--- config.mk ---
export PLATFORM = sky130hd
export DESIGN_NAME = pnpiso_card
export DESIGN_NICKNAME = d
export VERILOG_FILES = /design/src/design/pnpiso_pkg.sv /design/src/design/pnpiso_fifo.sv /design/src/design/pnpiso_card.sv
export VERILOG_INCLUDE_DIRS = /design/src /design/src/design
export SDC_FILE = /design/constraint.sdc
export NUM_CORES = 1
export LEC_CHECK = 0
export BUFFER_PORTS_ARGS = -buffer_cell sky130_fd_sc_hd__buf_2
export CAP_MARGIN = 20
export CORE_AREA = 2 2 275 277
export CTS_BUF_LIST = sky130_fd_sc_hd__clkbuf_4
export DETAILED_ROUTE_END_ITERATION = 10
export DIE_AREA = 0 0 277 279
export GPL_TIMING_DRIVEN = 0
export PLACE_DENSITY = 0.63
export SYNTH_ARGS = -nofsm -noshare
export SYNTH_HDL_FRONTEND = slang
export SYNTH_SLANG_ARGS = --single-unit
--- constraint.sdc ---
create_clock -name clk -period 7.3 [get_ports clk]
set_input_delay 0.365 -clock clk [delete_from_list [all_inputs] [get_ports clk]]
set_output_delay 0.365 -clock clk [all_outputs]
set_load 0.005 [all_outputs]
--- src/design/pnpiso_defines.svh ---
// Constants for the plug and play isolation block
`ifndef PNPISO_DEFINES_SVH
`define PNPISO_DEFINES_SVH
`define PNPISO_ID_BITS       72
`define PNPISO_PAIRS         8'd72
`define PNPISO_DRIVE_FIRST   8'h55
`define PNPISO_DRIVE_SECOND  8'haa
`define PNPISO_SENSE_FIRST   2'b01
`define PNPISO_SENSE_SECOND  2'b10
`define PNPISO_SRAM_BYTES    64
`define PNPISO_FIXED_START   6'd1
`define PNPISO_WAKE_ISOLATE  8'h00
`define PNPISO_FIFO_DEPTH    16
`endif

--- src/design/pnpiso_pkg.sv ---
// Types for the plug and play isolation block
package pnpiso_pkg;
    typedef enum logic [1:0] {
        WAIT_KEY,
        SLEEP,
        ISOLATE,
        CONFIG
    } pnpiso_state_type;

    typedef struct packed {
        logic [5:0] addr;
        logic [7:0] data;
    } pnpiso_load_type;
endpackage

--- src/design/pnpiso_fifo.sv ---
// Small synchronous FIFO for the microcontroller load path
`timescale 1ns/1ps
module pnpiso_fifo #(
    parameter int WIDTH = 14,
    parameter int DEPTH = 16
) (
    input  wire logic             clk,
    input  wire logic             rst,
    input  wire logic             in_valid,
    output logic                  in_ready,
    input  wire logic [WIDTH-1:0] in_data,
    output logic                  out_valid,
    input  wire logic             out_ready,
    output logic      [WIDTH-1:0] out_data
);
    localparam int AW = $clog2(DEPTH);

    if (DEPTH < 2 || (1 << AW) != DEPTH || WIDTH < 1)
    begin : g_param_check
        $error("pnpiso_fifo: DEPTH must be a power of two of at least 2, WIDTH at least 1");
    end

    logic [WIDTH-1:0] mem [DEPTH];
    logic [AW:0]      wr_ptr_reg;
    logic [AW:0]      rd_ptr_reg;
    wire              push = in_valid && in_ready;
    wire              pop  = out_valid && out_ready;

    assign in_ready  = (wr_ptr_reg - rd_ptr_reg) != (AW+1)'(DEPTH);
    assign out_valid = wr_ptr_reg != rd_ptr_reg;
    assign out_data  = mem[rd_ptr_reg[AW-1:0]];

    always_ff @(posedge clk)
    begin
        if (push)
            mem[wr_ptr_reg[AW-1:0]] <= in_data;
    end

    always_ff @(posedge clk or posedge rst)
    begin
        if (rst)
        begin
            wr_ptr_reg <= '0;
            rd_ptr_reg <= '0;
        end
        else
        begin
            if (push)
                wr_ptr_reg <= wr_ptr_reg + 1'b1;
            if (pop)
                rd_ptr_reg <= rd_ptr_reg + 1'b1;
        end
    end

    a_fifo_no_overflow: assert property (@(posedge clk) disable iff (rst)
        (wr_ptr_reg - rd_ptr_reg) <= (AW+1)'(DEPTH))
        else $error("fifo fill level exceeds depth");
endmodule // pnpiso_fifo

--- src/design/pnpiso_card.sv ---
// Card side isolation, state machine and identifier store
`timescale 1ns/1ps
`include "pnpiso_defines.svh"

// Notes on behaviour
// Card holds 72-bit non-zero identifier.
// Bytes shift out bit 0 first.
// Isolation handles 72 read pairs.
// First read: one drives 55h, zero senses 01.
// Second read: drive aah, sensers check 10.
// Sensing both patterns drops card this iteration.
// Drive eight lines, compare only two.
// Driver or unopposed card advances one bit.
// Numbered cards skip isolation; commands need number.
// Host records ones, checks checksum.
// Host relocates conflicting read port.
// Host ends isolation when pattern missing.
// Host waits 1 ms then 250 ms.
// Reset or wait command returns to key wait.
// Reset-number clears all; vendor clear ours.
// Microcontroller loads length, identifier, resources.
// Resource read returns byte, increments, wraps.
// Power-up clears number; host waits 2 ms.
// Key wait ignores accesses until key.
// Wake 00h isolates; wake resets pointer.
// Number assigned enters config; wake 0 sleeps.
// Resource data readable only in config.
module pnpiso_card #(
    parameter int FIFO_DEPTH = `PNPISO_FIFO_DEPTH
) (
    input  wire logic                      clk,
    input  wire logic                      rst,
    input  wire logic                      key_detected,
    input  wire logic                      wait_key_cmd,
    input  wire logic                      wake_cmd,
    input  wire logic [7:0]                wake_data,
    input  wire logic                      csn_write,
    input  wire logic [7:0]                csn_data,
    input  wire logic                      reset_csn_cmd,
    input  wire logic                      vendor_select_number_clear,
    input  wire logic                      iso_read,
    input  wire logic                      res_read,
    input  wire logic [1:0]                sd_in,
    output logic      [7:0]                sd_out,
    output logic                           sd_oe,
    input  wire logic                      load_valid,
    output logic                           load_ready,
    input  wire pnpiso_pkg::pnpiso_load_type load_word,
    output pnpiso_pkg::pnpiso_state_type   card_state,
    output logic      [7:0]                csn,
    output logic                           cmd_enabled
);
    // Refused at elaboration, since the FIFO cannot work with fewer than two words
    if (FIFO_DEPTH < 2)
    begin : g_depth_check
        $error("pnpiso_card: FIFO_DEPTH too small");
    end

    pnpiso_pkg::pnpiso_state_type state_reg;
    pnpiso_pkg::pnpiso_state_type state_next;
    logic [7:0]  sram [`PNPISO_SRAM_BYTES];
    logic [7:0]  csn_reg;
    logic [5:0]  ptr_reg;
    logic [2:0]  bit_reg;
    logic        half_reg;
    logic        lost_reg;
    logic        drove_reg;
    logic        sensed_reg;
    logic [7:0]  pair_cnt_reg;
    logic [7:0]  sd_out_reg;
    logic        sd_oe_reg;
    logic [1:0]  sd_meta_reg;
    logic [1:0]  sd_sync_reg;
    logic        fifo_valid;
    pnpiso_pkg::pnpiso_load_type fifo_word;

    // Load path is buffered so a slow microcontroller can stream while reads proceed
    pnpiso_fifo #(
        .WIDTH ($bits(pnpiso_pkg::pnpiso_load_type)),
        .DEPTH (FIFO_DEPTH)
    ) u_fifo (
        .clk       (clk),
        .rst       (rst),
        .in_valid  (load_valid),
        .in_ready  (load_ready),
        .in_data   (load_word),
        .out_valid (fifo_valid),
        .out_ready (1'b1),
        .out_data  (fifo_word)
    );

    // SRAM writes drain one per cycle
    always_ff @(posedge clk)
    begin
        if (fifo_valid)
            sram[fifo_word.addr] <= fifo_word.data;
    end

    // Data bus comes from another clock domain
    always_ff @(posedge clk or posedge rst)
    begin
        if (rst)
        begin
            sd_meta_reg <= 2'b00;
            sd_sync_reg <= 2'b00;
        end
        else
        begin
            sd_meta_reg <= sd_in;
            sd_sync_reg <= sd_meta_reg;
        end
    end

    // Byte 0 holds length; identifier starts at byte 1
    wire [7:0] frame_len   = sram[0];
    wire [7:0] cur_byte    = sram[ptr_reg];
    wire       cur_bit     = cur_byte[bit_reg];
    wire       active      = state_reg != pnpiso_pkg::WAIT_KEY;
    wire       numbered    = csn_reg != 8'h00;
    wire       in_iso      = state_reg == pnpiso_pkg::ISOLATE;
    // Reads past the last pair are ignored, so a host overrun cannot drive stale bits
    wire       iso_take    = in_iso && iso_read && !lost_reg && pair_cnt_reg != `PNPISO_PAIRS;
    wire       pair_done   = iso_take && half_reg;
    wire       sense_first = sd_sync_reg == `PNPISO_SENSE_FIRST;
    wire       sense_sec   = sd_sync_reg == `PNPISO_SENSE_SECOND;
    wire       lose_now    = pair_done && !drove_reg && sensed_reg && sense_sec;
    wire       wake_any    = active && wake_cmd;
    wire       wake_zero   = wake_any && wake_data == `PNPISO_WAKE_ISOLATE;
    wire       res_take    = res_read && state_reg == pnpiso_pkg::CONFIG;
    wire       wrap_ptr    = {2'b00, ptr_reg} == frame_len;
    wire       csn_clear   = active && (reset_csn_cmd || vendor_select_number_clear);
    wire       csn_set     = active && csn_write && in_iso && !lost_reg;

    assign cmd_enabled = numbered;
    assign card_state  = state_reg;
    assign csn         = csn_reg;
    assign sd_out      = sd_out_reg;
    assign sd_oe       = sd_oe_reg;

    always_comb
    begin
        state_next = state_reg;
        case (state_reg)
            pnpiso_pkg::WAIT_KEY:
                if (key_detected)
                    state_next = pnpiso_pkg::SLEEP;
            pnpiso_pkg::SLEEP:
                if (wake_zero && !numbered)
                    state_next = pnpiso_pkg::ISOLATE;
                else if (wake_any && numbered && wake_data == csn_reg)
                    state_next = pnpiso_pkg::CONFIG;
            pnpiso_pkg::ISOLATE:
                if (csn_set && csn_data != 8'h00)
                    state_next = pnpiso_pkg::CONFIG;
                else if (lose_now || (wake_any && !wake_zero))
                    state_next = pnpiso_pkg::SLEEP;
            pnpiso_pkg::CONFIG:
                if (wake_any && wake_data != csn_reg)
                    state_next = pnpiso_pkg::SLEEP;
            default:
                state_next = pnpiso_pkg::WAIT_KEY;
        endcase
        if (wait_key_cmd)
            state_next = pnpiso_pkg::WAIT_KEY;
    end

    always_ff @(posedge clk or posedge rst)
    begin
        if (rst)
        begin
            state_reg <= pnpiso_pkg::WAIT_KEY;
            csn_reg   <= 8'h00;
        end
        else
        begin
            state_reg <= state_next;
            // A number write beats a clear in the same cycle
            if (csn_set)
                csn_reg <= csn_data;
            else if (csn_clear)
                csn_reg <= 8'h00;
        end
    end

    // Pointer, bit and pair tracking
    always_ff @(posedge clk or posedge rst)
    begin
        if (rst)
        begin
            ptr_reg      <= `PNPISO_FIXED_START;
            bit_reg      <= 3'd0;
            half_reg     <= 1'b0;
            lost_reg     <= 1'b0;
            drove_reg    <= 1'b0;
            sensed_reg   <= 1'b0;
            pair_cnt_reg <= 8'h00;
        end
        else if (wake_any)
        begin
            ptr_reg      <= `PNPISO_FIXED_START;
            bit_reg      <= 3'd0;
            half_reg     <= 1'b0;
            // A loss in the same cycle as a wake still counts
            lost_reg     <= lose_now;
            pair_cnt_reg <= 8'h00;
        end
        else if (iso_take && pair_cnt_reg != `PNPISO_PAIRS)
        begin
            half_reg <= !half_reg;
            if (!half_reg)
            begin
                drove_reg  <= cur_bit;
                sensed_reg <= sense_first;
            end
            else if (lose_now)
                lost_reg <= 1'b1;
            else
            begin
                pair_cnt_reg <= pair_cnt_reg + 8'd1;
                bit_reg      <= bit_reg + 3'd1;
                if (bit_reg == 3'd7)
                    ptr_reg <= ptr_reg + 6'd1;
            end
        end
        else if (res_take)
            ptr_reg <= wrap_ptr ? `PNPISO_FIXED_START : ptr_reg + 6'd1;
    end

    // Bus drive is registered; the sensing card leaves the bus floating
    always_ff @(posedge clk or posedge rst)
    begin
        if (rst)
        begin
            sd_out_reg <= 8'h00;
            sd_oe_reg  <= 1'b0;
        end
        else if (iso_take && cur_bit)
        begin
            sd_out_reg <= half_reg ? `PNPISO_DRIVE_SECOND : `PNPISO_DRIVE_FIRST;
            sd_oe_reg  <= 1'b1;
        end
        else if (res_take)
        begin
            sd_out_reg <= cur_byte;
            sd_oe_reg  <= 1'b1;
        end
        else
        begin
            sd_out_reg <= 8'h00;
            sd_oe_reg  <= 1'b0;
        end
    end

    a_drive_pattern: assert property (@(posedge clk) disable iff (rst)
        iso_take && cur_bit && !half_reg |=> sd_oe && sd_out == 8'h55)
        else $error("first isolation read did not drive 55h");
    a_second_pattern: assert property (@(posedge clk) disable iff (rst)
        iso_take && cur_bit && half_reg |=> sd_oe && sd_out == 8'haa)
        else $error("second isolation read did not drive aah");
    a_zero_floats: assert property (@(posedge clk) disable iff (rst)
        iso_take && !cur_bit |=> !sd_oe)
        else $error("zero bit card drove the bus");
    a_loser_sleeps: assert property (@(posedge clk) disable iff (rst)
        lose_now && !wait_key_cmd && !csn_set |=> state_reg == pnpiso_pkg::SLEEP)
        else $error("losing card stayed in isolation");
    a_wake_rewinds: assert property (@(posedge clk) disable iff (rst)
        wake_any |=> ptr_reg == 6'd1 && bit_reg == 3'd0)
        else $error("wake did not rewind pointer");
    a_wait_key_cmd: assert property (@(posedge clk) disable iff (rst)
        wait_key_cmd |=> state_reg == pnpiso_pkg::WAIT_KEY)
        else $error("wait for key command ignored");
    a_res_only_config: assert property (@(posedge clk) disable iff (rst)
        res_read && state_reg != pnpiso_pkg::CONFIG && !iso_take |=> !sd_oe)
        else $error("resource data read outside configuration");
    a_csn_clear: assert property (@(posedge clk) disable iff (rst)
        csn_clear && !csn_set |=> csn_reg == 8'h00)
        else $error("reset command did not clear number");
    a_key_ignored: assert property (@(posedge clk) disable iff (rst)
        state_reg == pnpiso_pkg::WAIT_KEY && !key_detected |=> state_reg == pnpiso_pkg::WAIT_KEY)
        else $error("left key wait without key");
    a_res_advance: assert property (@(posedge clk) disable iff (rst)
        res_take && !wake_any && !wrap_ptr |=> ptr_reg == $past(ptr_reg) + 6'd1)
        else $error("resource pointer did not advance");

    // Pair limit, resource answers, number assignment and wake moves
    a_pair_limit: assert property (@(posedge clk) disable iff (rst)
        in_iso && iso_read && pair_cnt_reg == `PNPISO_PAIRS |=> !sd_oe)
        else $error("read past the last pair drove the bus");
    a_res_drive: assert property (@(posedge clk) disable iff (rst)
        res_take |=> sd_oe && sd_out == $past(cur_byte))
        else $error("resource read did not return the pointed byte");
    a_res_wrap: assert property (@(posedge clk) disable iff (rst)
        res_take && !wake_any && wrap_ptr |=> ptr_reg == `PNPISO_FIXED_START)
        else $error("resource pointer did not wrap");
    a_csn_assign: assert property (@(posedge clk) disable iff (rst)
        csn_set && csn_data != 8'h00 && !wait_key_cmd |=> state_reg == pnpiso_pkg::CONFIG)
        else $error("numbered card did not enter configuration");
    a_csn_latch: assert property (@(posedge clk) disable iff (rst)
        csn_set |=> csn_reg == $past(csn_data))
        else $error("number write did not land");
    a_sleep_isolate: assert property (@(posedge clk) disable iff (rst)
        state_reg == pnpiso_pkg::SLEEP && wake_zero && !numbered && !wait_key_cmd
        |=> state_reg == pnpiso_pkg::ISOLATE)
        else $error("unnumbered card did not enter isolation");
    a_numbered_skip: assert property (@(posedge clk) disable iff (rst)
        state_reg == pnpiso_pkg::SLEEP && wake_zero && numbered && !wait_key_cmd
        |=> state_reg == pnpiso_pkg::SLEEP)
        else $error("numbered card joined isolation");
endmodule // pnpiso_card

==> reports/qor.txt, run 1 <==
most common cell in the netlist: edfxtp_1
via count: 17200
status: finished, violations left
Initial Utilization: 0.427
WP data required: 8.02 ns
CP endpoint kind: flop
H-tree depth: 4
final WL: 78100 µm
number of synthesized register bits: 790
antenna violations before repair: 2
Min-Delay Path Class: in2reg
nets: 1999
fin. max-slew vios: 0
row cnt: 100
vias in the first global route: 17600
DR WL/cell: 25.6 µm
hold path depth: 3
post-synthesis cell type count: 70
syn_area_per_cell: 19.7 µm²
Worst R2R Path Depth: 15
slew margin rel.: 0.252
CTS tree: built
critical path class: reg2reg
Main synth FF type: edfxtp_1
CP dominant cell by count: clkbuf_1
Post-synth EDFFs: 736
Yosys top cell by area: edfxtp_1
Setup WS post-layout: 1.62 ns
dpl hpwl: 51200 µm
worst reg-to-reg setup slack: 1.62 ns
Post-CTS Setup Bufs: 0
first-pass GRT wire length: 115000 µm
failing checks: DRC
max_cap viols: 0
crit-path max FO: 10
Sink Count: 790
Post-DRT Antenna Nets: 0
top cells by area, synth: edfxtp_1 (70%), mux4_2 (10%), dfrtp_1 (4.2%)
FMAX: 176 MHz
final hold vios: 0
First-pass DRT Iterations: 10
clk_skew: 0.0780 ns
Synth top area share: 0.699
syn nets: 1669
Mapped Area: 31600 µm²
I/O pin count: 64
pwr dens: 440 nW/µm²
reg-to-reg critical path endpoint: u_fifo.mem[3][7]
Post-Place Cells: 2665
clk slew on worst S/H paths: 0.07 ns
Post-route DRC: 1
slowest CP cell: nor3_2
crit-path max cell delay: 0.73 ns
Total GRT Usage: 0.205
Largest Register: sram
total grt overflow: 0
sequential area share after synthesis: 0.742
R2R Path Start: u_fifo.rd_ptr_reg[1]
Tmin final: 5.68 ns
Slew @ Worst Pin: 1.12 ns
share of cells above drive strength 1: 0.300
Die H: 279 µm
Startpoint Class: flop
Finished Layout Cells: 3055
launch point of the worst hold path: res_read
Placer Congestion: 0.910
Util after Layout: 0.493
port bufs: 63
Worst Setup Slack post-DPL: 1.58 ns
worst skew pair latency: 1.05 ns
CP arrival: 6.40 ns
Iteration-0 DRC Markers: 1644
root buffer cell: clkbuf_4
worst vdd ir: 0.000318 V
pin count of the biggest net entering global routing: 65
max reg flops: 512
RSZ-0062 raised after global routing: no
Layout area overhead: 15.5%
most frequent cells after synthesis: edfxtp_1 (736), mux4_2 (144), nor2_1 (106)
Core Box Area: 74100 µm²
cts bufs inserted: 191
Fin Setup TNS: 0 ns
Die Width: 277 µm
Mapped Cells: 1608
LEAKAGE: 12.4 nW
fin crit share: 0.778
Hold Path Sink: sd_oe
CP cell instances: buf_1, clkbuf_1, clkbuf_1, inv_1, ha_1, nor2b_1, o21ai_0, a21boi_0, o21ai_0, a211o_1, and2_1, clkbuf_1, nand2_1, nor3_2, buf_8
DR vias/cell: 5.63
synth warn: 0
CTS Buffer Depth: 3
post-synthesis async set-or-reset flop share: 0.0684
die area: 77300 µm²
Final Setup Violations: 0
-- critical path: cells and delay by family, from the launching register on --
kind	cells	cell delay (ns)
buffers and inverters	6	2.44
and+or+nand+nor	4	1.26
AOI/OAI and AO/OA	4	0.86
DFF	1	0.47
adders and majority gates	1	0.35
-- cells by family after synthesis --
logic type / count (synthesis) / share of synthesized area
AND/OR/NAND/NOR: 250 / 0.0371
buffers and inverters: 103 / 0.0200
AO/OA/AOI/OAI: 161 / 0.0379
flip-flops: 790 / 0.742
multiplexers: 253 / 0.147
adder cells (fa/ha/maj): 18 / 0.00712
XOR/XNOR: 33 / 0.00914
-- stage by stage --
stage	hold WS [ns]	instance area, µm²	power [mW]
after floorplan	0.331	31600	10.2
after global placement	0.349	33200	12.2
after detailed placement	0.336	33600	12.5
after CTS	0.0588	36500	16.1
after global routing	0.121	36500	16.8
final	0.206	36500	16.1
-- metal layers --
layer  vias to the layer above  GRT usage  share of wire
li1                       7411          -              -
met1                      8902      0.267           0.41
met2                       732      0.328           0.48
met3                       158     0.0515          0.073
met4                         0     0.0884          0.032
met5                         -          0              0
-- power by group --
part           internal [mW]  switching [mW]
Sequential              6.62           0.171
Clock                   1.77            1.75
Combinational           1.97            3.81
Total                   10.4            5.73
-- cells in the final DEF (no fill, tap or decap), types with 16 or more instances in the layout --
master	n
a21oi_1	26
a22oi_1	19
buf_2	84
buf_6	16
clkbuf_1	26
clkbuf_4	279
clkinv_1	39
dfrtp_1	53
dlygate4sd3_1	46
edfxtp_1	736
ha_1	18
inv_1	21
mux2_2	16
mux2i_1	74
mux4_1	18
mux4_2	144
nand2_1	51
nand3_1	18
nor2_1	95
o21ai_0	18
o221ai_1	20
xnor2_1	22
-- how the worst max path moves through the flow --
| stage | startpoint | endpoint | slack, ns | cells after the start |
|---|---|---|---|---|
| global placement | u_fifo.rd_ptr_reg[1] | u_fifo.mem[2][10] | 0.36 | 14 |
| finish | u_fifo.rd_ptr_reg[1] | u_fifo.mem[3][7] | 1.62 | 15 |
| CTS | u_fifo.rd_ptr_reg[1] | u_fifo.mem[3][0] | 1.57 | 15 |
| detailed placement | u_fifo.rd_ptr_reg[1] | u_fifo.mem[3][6] | 1.58 | 15 |
| global route | u_fifo.rd_ptr_reg[1] | u_fifo.mem[3][7] | 1.24 | 15 |
| floorplan | u_fifo.rd_ptr_reg[1] | u_fifo.mem[3][0] | 2.81 | 14 |
-- layout make-up --
class                           count  area, µm²
Buffer                             80        546
Sequential cell                   790      23500
Clock inverter                     58        292
Clock buffer                      279       2090
Inverter                           23       86.3
Timing Repair Buffer              137       1250
Tap cell                          969       1210
Multi-Input combinational cell    715       7590
Antenna cell                        4       10.0
Fill cell                        6185      37500
-- timing repair --
item / in CTS / in global routing
hold endpoints to repair: 312 / 0
gates resized for setup: 0 / 0
hold buffers: 46 / 0
Note: power is estimated with default switching activity, not from simulation.
==> inputs of run 2 (changes only) <==
Clock period 7.3 ns to 5.6 ns, I/O delays scaled along.
==> reports/qor.txt, run 2 (synthesized netlist as in run 1, its figures left out) <==
status: complete, no violations
Sw Pwr: 7.48 mW (+31%)
vias in the first global route: 17700 (+0.11%)
I/O pin count: 64 (unchanged)
H-tree depth: 4 (unchanged)
# fillers: 6166 (-0.31%)
Die H: 279 µm (unchanged)
WP data required: 6.21 ns (-1.81 ns)
slowest CP cell: nor2_1
Die Width: 277 µm (unchanged)
total grt overflow: 0 (unchanged)
nets: 2009 (+0.50%)
CP arrival: 5.68 ns (-0.72 ns)
max reg flops: 512 (unchanged)
slew margin rel.: 0.280 (+0.0283)
pin count of the biggest net entering global routing: 65 (unchanged)
CTS Buffer Depth: 3 (unchanged)
clk slew on worst S/H paths: 0.06 ns (about the same)
worst skew pair latency: 1.05 ns (about the same)
Tmin final: 5.08 ns (-0.603 ns)
Setup WS post-layout: 0.524 ns (-1.10 ns)
fin. max-slew vios: 0 (unchanged)
RSZ-0062 raised after global routing: no
sequential share of power: 0.422 (about the same)
commonest cells after routing, fill and taps aside: edfxtp_1 (736), clkbuf_4 (279), mux4_2 (144)
Startpoint Class: flop
dpl hpwl: 51200 µm (unchanged)
pwr dens: 573 nW/µm² (+30%)
Post-route DRC: 0 (-1)
area of all sequential standard cells: 23500 µm² (unchanged)
final hold vios: 0 (unchanged)
Placer Congestion: 0.910 (unchanged)
Internal: 13.5 mW (+30%)
fin crit share: 0.906 (+0.129)
crit-path max FO: 10 (unchanged)
Initial Utilization: 0.427 (unchanged)
max_cap viols: 0 (unchanged)
cts bufs inserted: 191 (unchanged)
worst vdd ir: 0.000416 V (+31%)
clock network power share: 0.219 (about the same)
Fin Setup TNS: 0 ns (unchanged)
critical path class: reg2reg
crit-path max cell delay: 0.96 ns (+0.23 ns)
share of cells above drive strength 1: 0.299 (-0.000477)
DR WL/cell: 25.5 µm (-0.19%)
DR vias/cell: 5.61 (-0.32%)
LEAKAGE: 12.4 nW (+0.43%)
Total GRT Usage: 0.205 (+0.000265)
row cnt: 100 (unchanged)
Final Setup Violations: 0 (unchanged)
Largest Register: sram
port bufs: 63 (unchanged)
antenna violations before repair: 2 (unchanged)
Post-CTS Setup Bufs: 0 (unchanged)
FMAX: 197 MHz (+12%)
Post-DRT Antenna Nets: 0 (unchanged)
die area: 77300 µm² (unchanged)
Slew @ Worst Pin: 1.08 ns (-0.0423 ns)
Min-Delay Path Class: in2reg
root buffer cell: clkbuf_4
CTS tree: built
Sink Count: 790 (unchanged)
Core Box Area: 74100 µm² (unchanged)
Worst Setup Slack post-DPL: -0.122 ns (-1.70 ns)
Sw Ratio: 0.356 (about the same)
First-pass DRT Iterations: 6 (-4)
combinational share of power: 0.359 (about the same)
CP cell instances: buf_1, clkbuf_2, clkbuf_2, inv_1, ha_1, nand2_1, nor2_1, nand3_1, clkbuf_1, nand3_1, nor2_1
Layout area overhead: 15.9%
CP endpoint kind: flop
via count: 17200 (+0.035%)
clk_skew: 0.0737 ns (-0.00428 ns)
commonest non-fill, non-tap cell in the layout: edfxtp_1
Power Total: 21.0 mW (+30%)
Hold Slack: 0.151 ns (-0.0554 ns)
first-pass GRT wire length: 115000 µm (+0.16%)
final WL: 78300 µm (+0.17%)
Iteration-0 DRC Markers: 1559 (-5.2%)
area of the multi-input gates: 7590 µm² (about the same)
-- run 2: what timing repair did --
item,4_1_cts,5_1_grt
hold endpoints to repair,320,0
resized for setup,2,2
hold buffers,56,0
endpoints found under the setup margin,9,6
pin swaps,0,0
-- run 2: worst paths after layout --
kind	startpoint	end	slack, ns	cells past startpoint
setup / recovery	u_fifo.rd_ptr_reg[1]	sram[62][2]	0.52	11
hold / removal	res_read	sd_out[4]	0.15	4
setup reg to reg	u_fifo.rd_ptr_reg[1]	sram[62][2]	0.52	11
hold reg to reg	sd_meta_reg[0]	sd_sync_reg[0]	0.36	0
max in group asynchronous	rst	ptr_reg[0]	4.69	5
min in group asynchronous	rst	u_fifo.wr_ptr_reg[4]	0.32	4
-- run 2: critical path: cells and delay by family, from the launching register on --
kind                       cells  cell delay (ns)
and+or+nand+nor                5             1.99
buffers and inverters          5             1.89
DFF                            1             0.46
adders and majority gates      1             0.33
-- run 2: layout make-up --
type	instances	area share
Antenna cell	5	0.000342
Buffer	80	0.0150
Clock buffer	279	0.0572
Clock inverter	58	0.00796
Inverter	23	0.00236
Multi-Input combinational cell	715	0.207
Sequential cell	790	0.640
Tap cell	969	0.0331
Timing Repair Buffer	147	0.0367
-- run 2: layer usage --
metal	wire (µm)	share of wire	GRT usage	up-vias
li1	-	-	-	7423
met1	32400	0.41	0.268	8906
met2	37700	0.48	0.328	719
met3	5670	0.072	0.0515	159
met4	2490	0.032	0.0884	2
met5	10	0.00013	0	-
-- run 2: power groups by stage --
| stage | logic (mW) | registers, mW | clock network [mW] |
|---|---|---|---|
| 2_1_floorplan | 4.42 | 8.90 | 0 |
| 3_3_place_gp | 6.88 | 9.01 | 0 |
| 3_5_place_dp | 7.36 | 8.99 | 0 |
| 4_1_cts | 7.41 | 8.87 | 4.69 |
| 5_1_grt | 7.96 | 8.91 | 4.98 |
| 6_report | 7.54 | 8.85 | 4.59 |
-- run 2: per-stage QoR --
stage,instances,instance area [µm²],util
finish,3066,36600,0.495
global route,3065,36600,0.495
CTS,3058,36600,0.494
detailed placement,2665,33600,0.454
global placement,2640,33200,0.448
floorplan,1608,31600,-
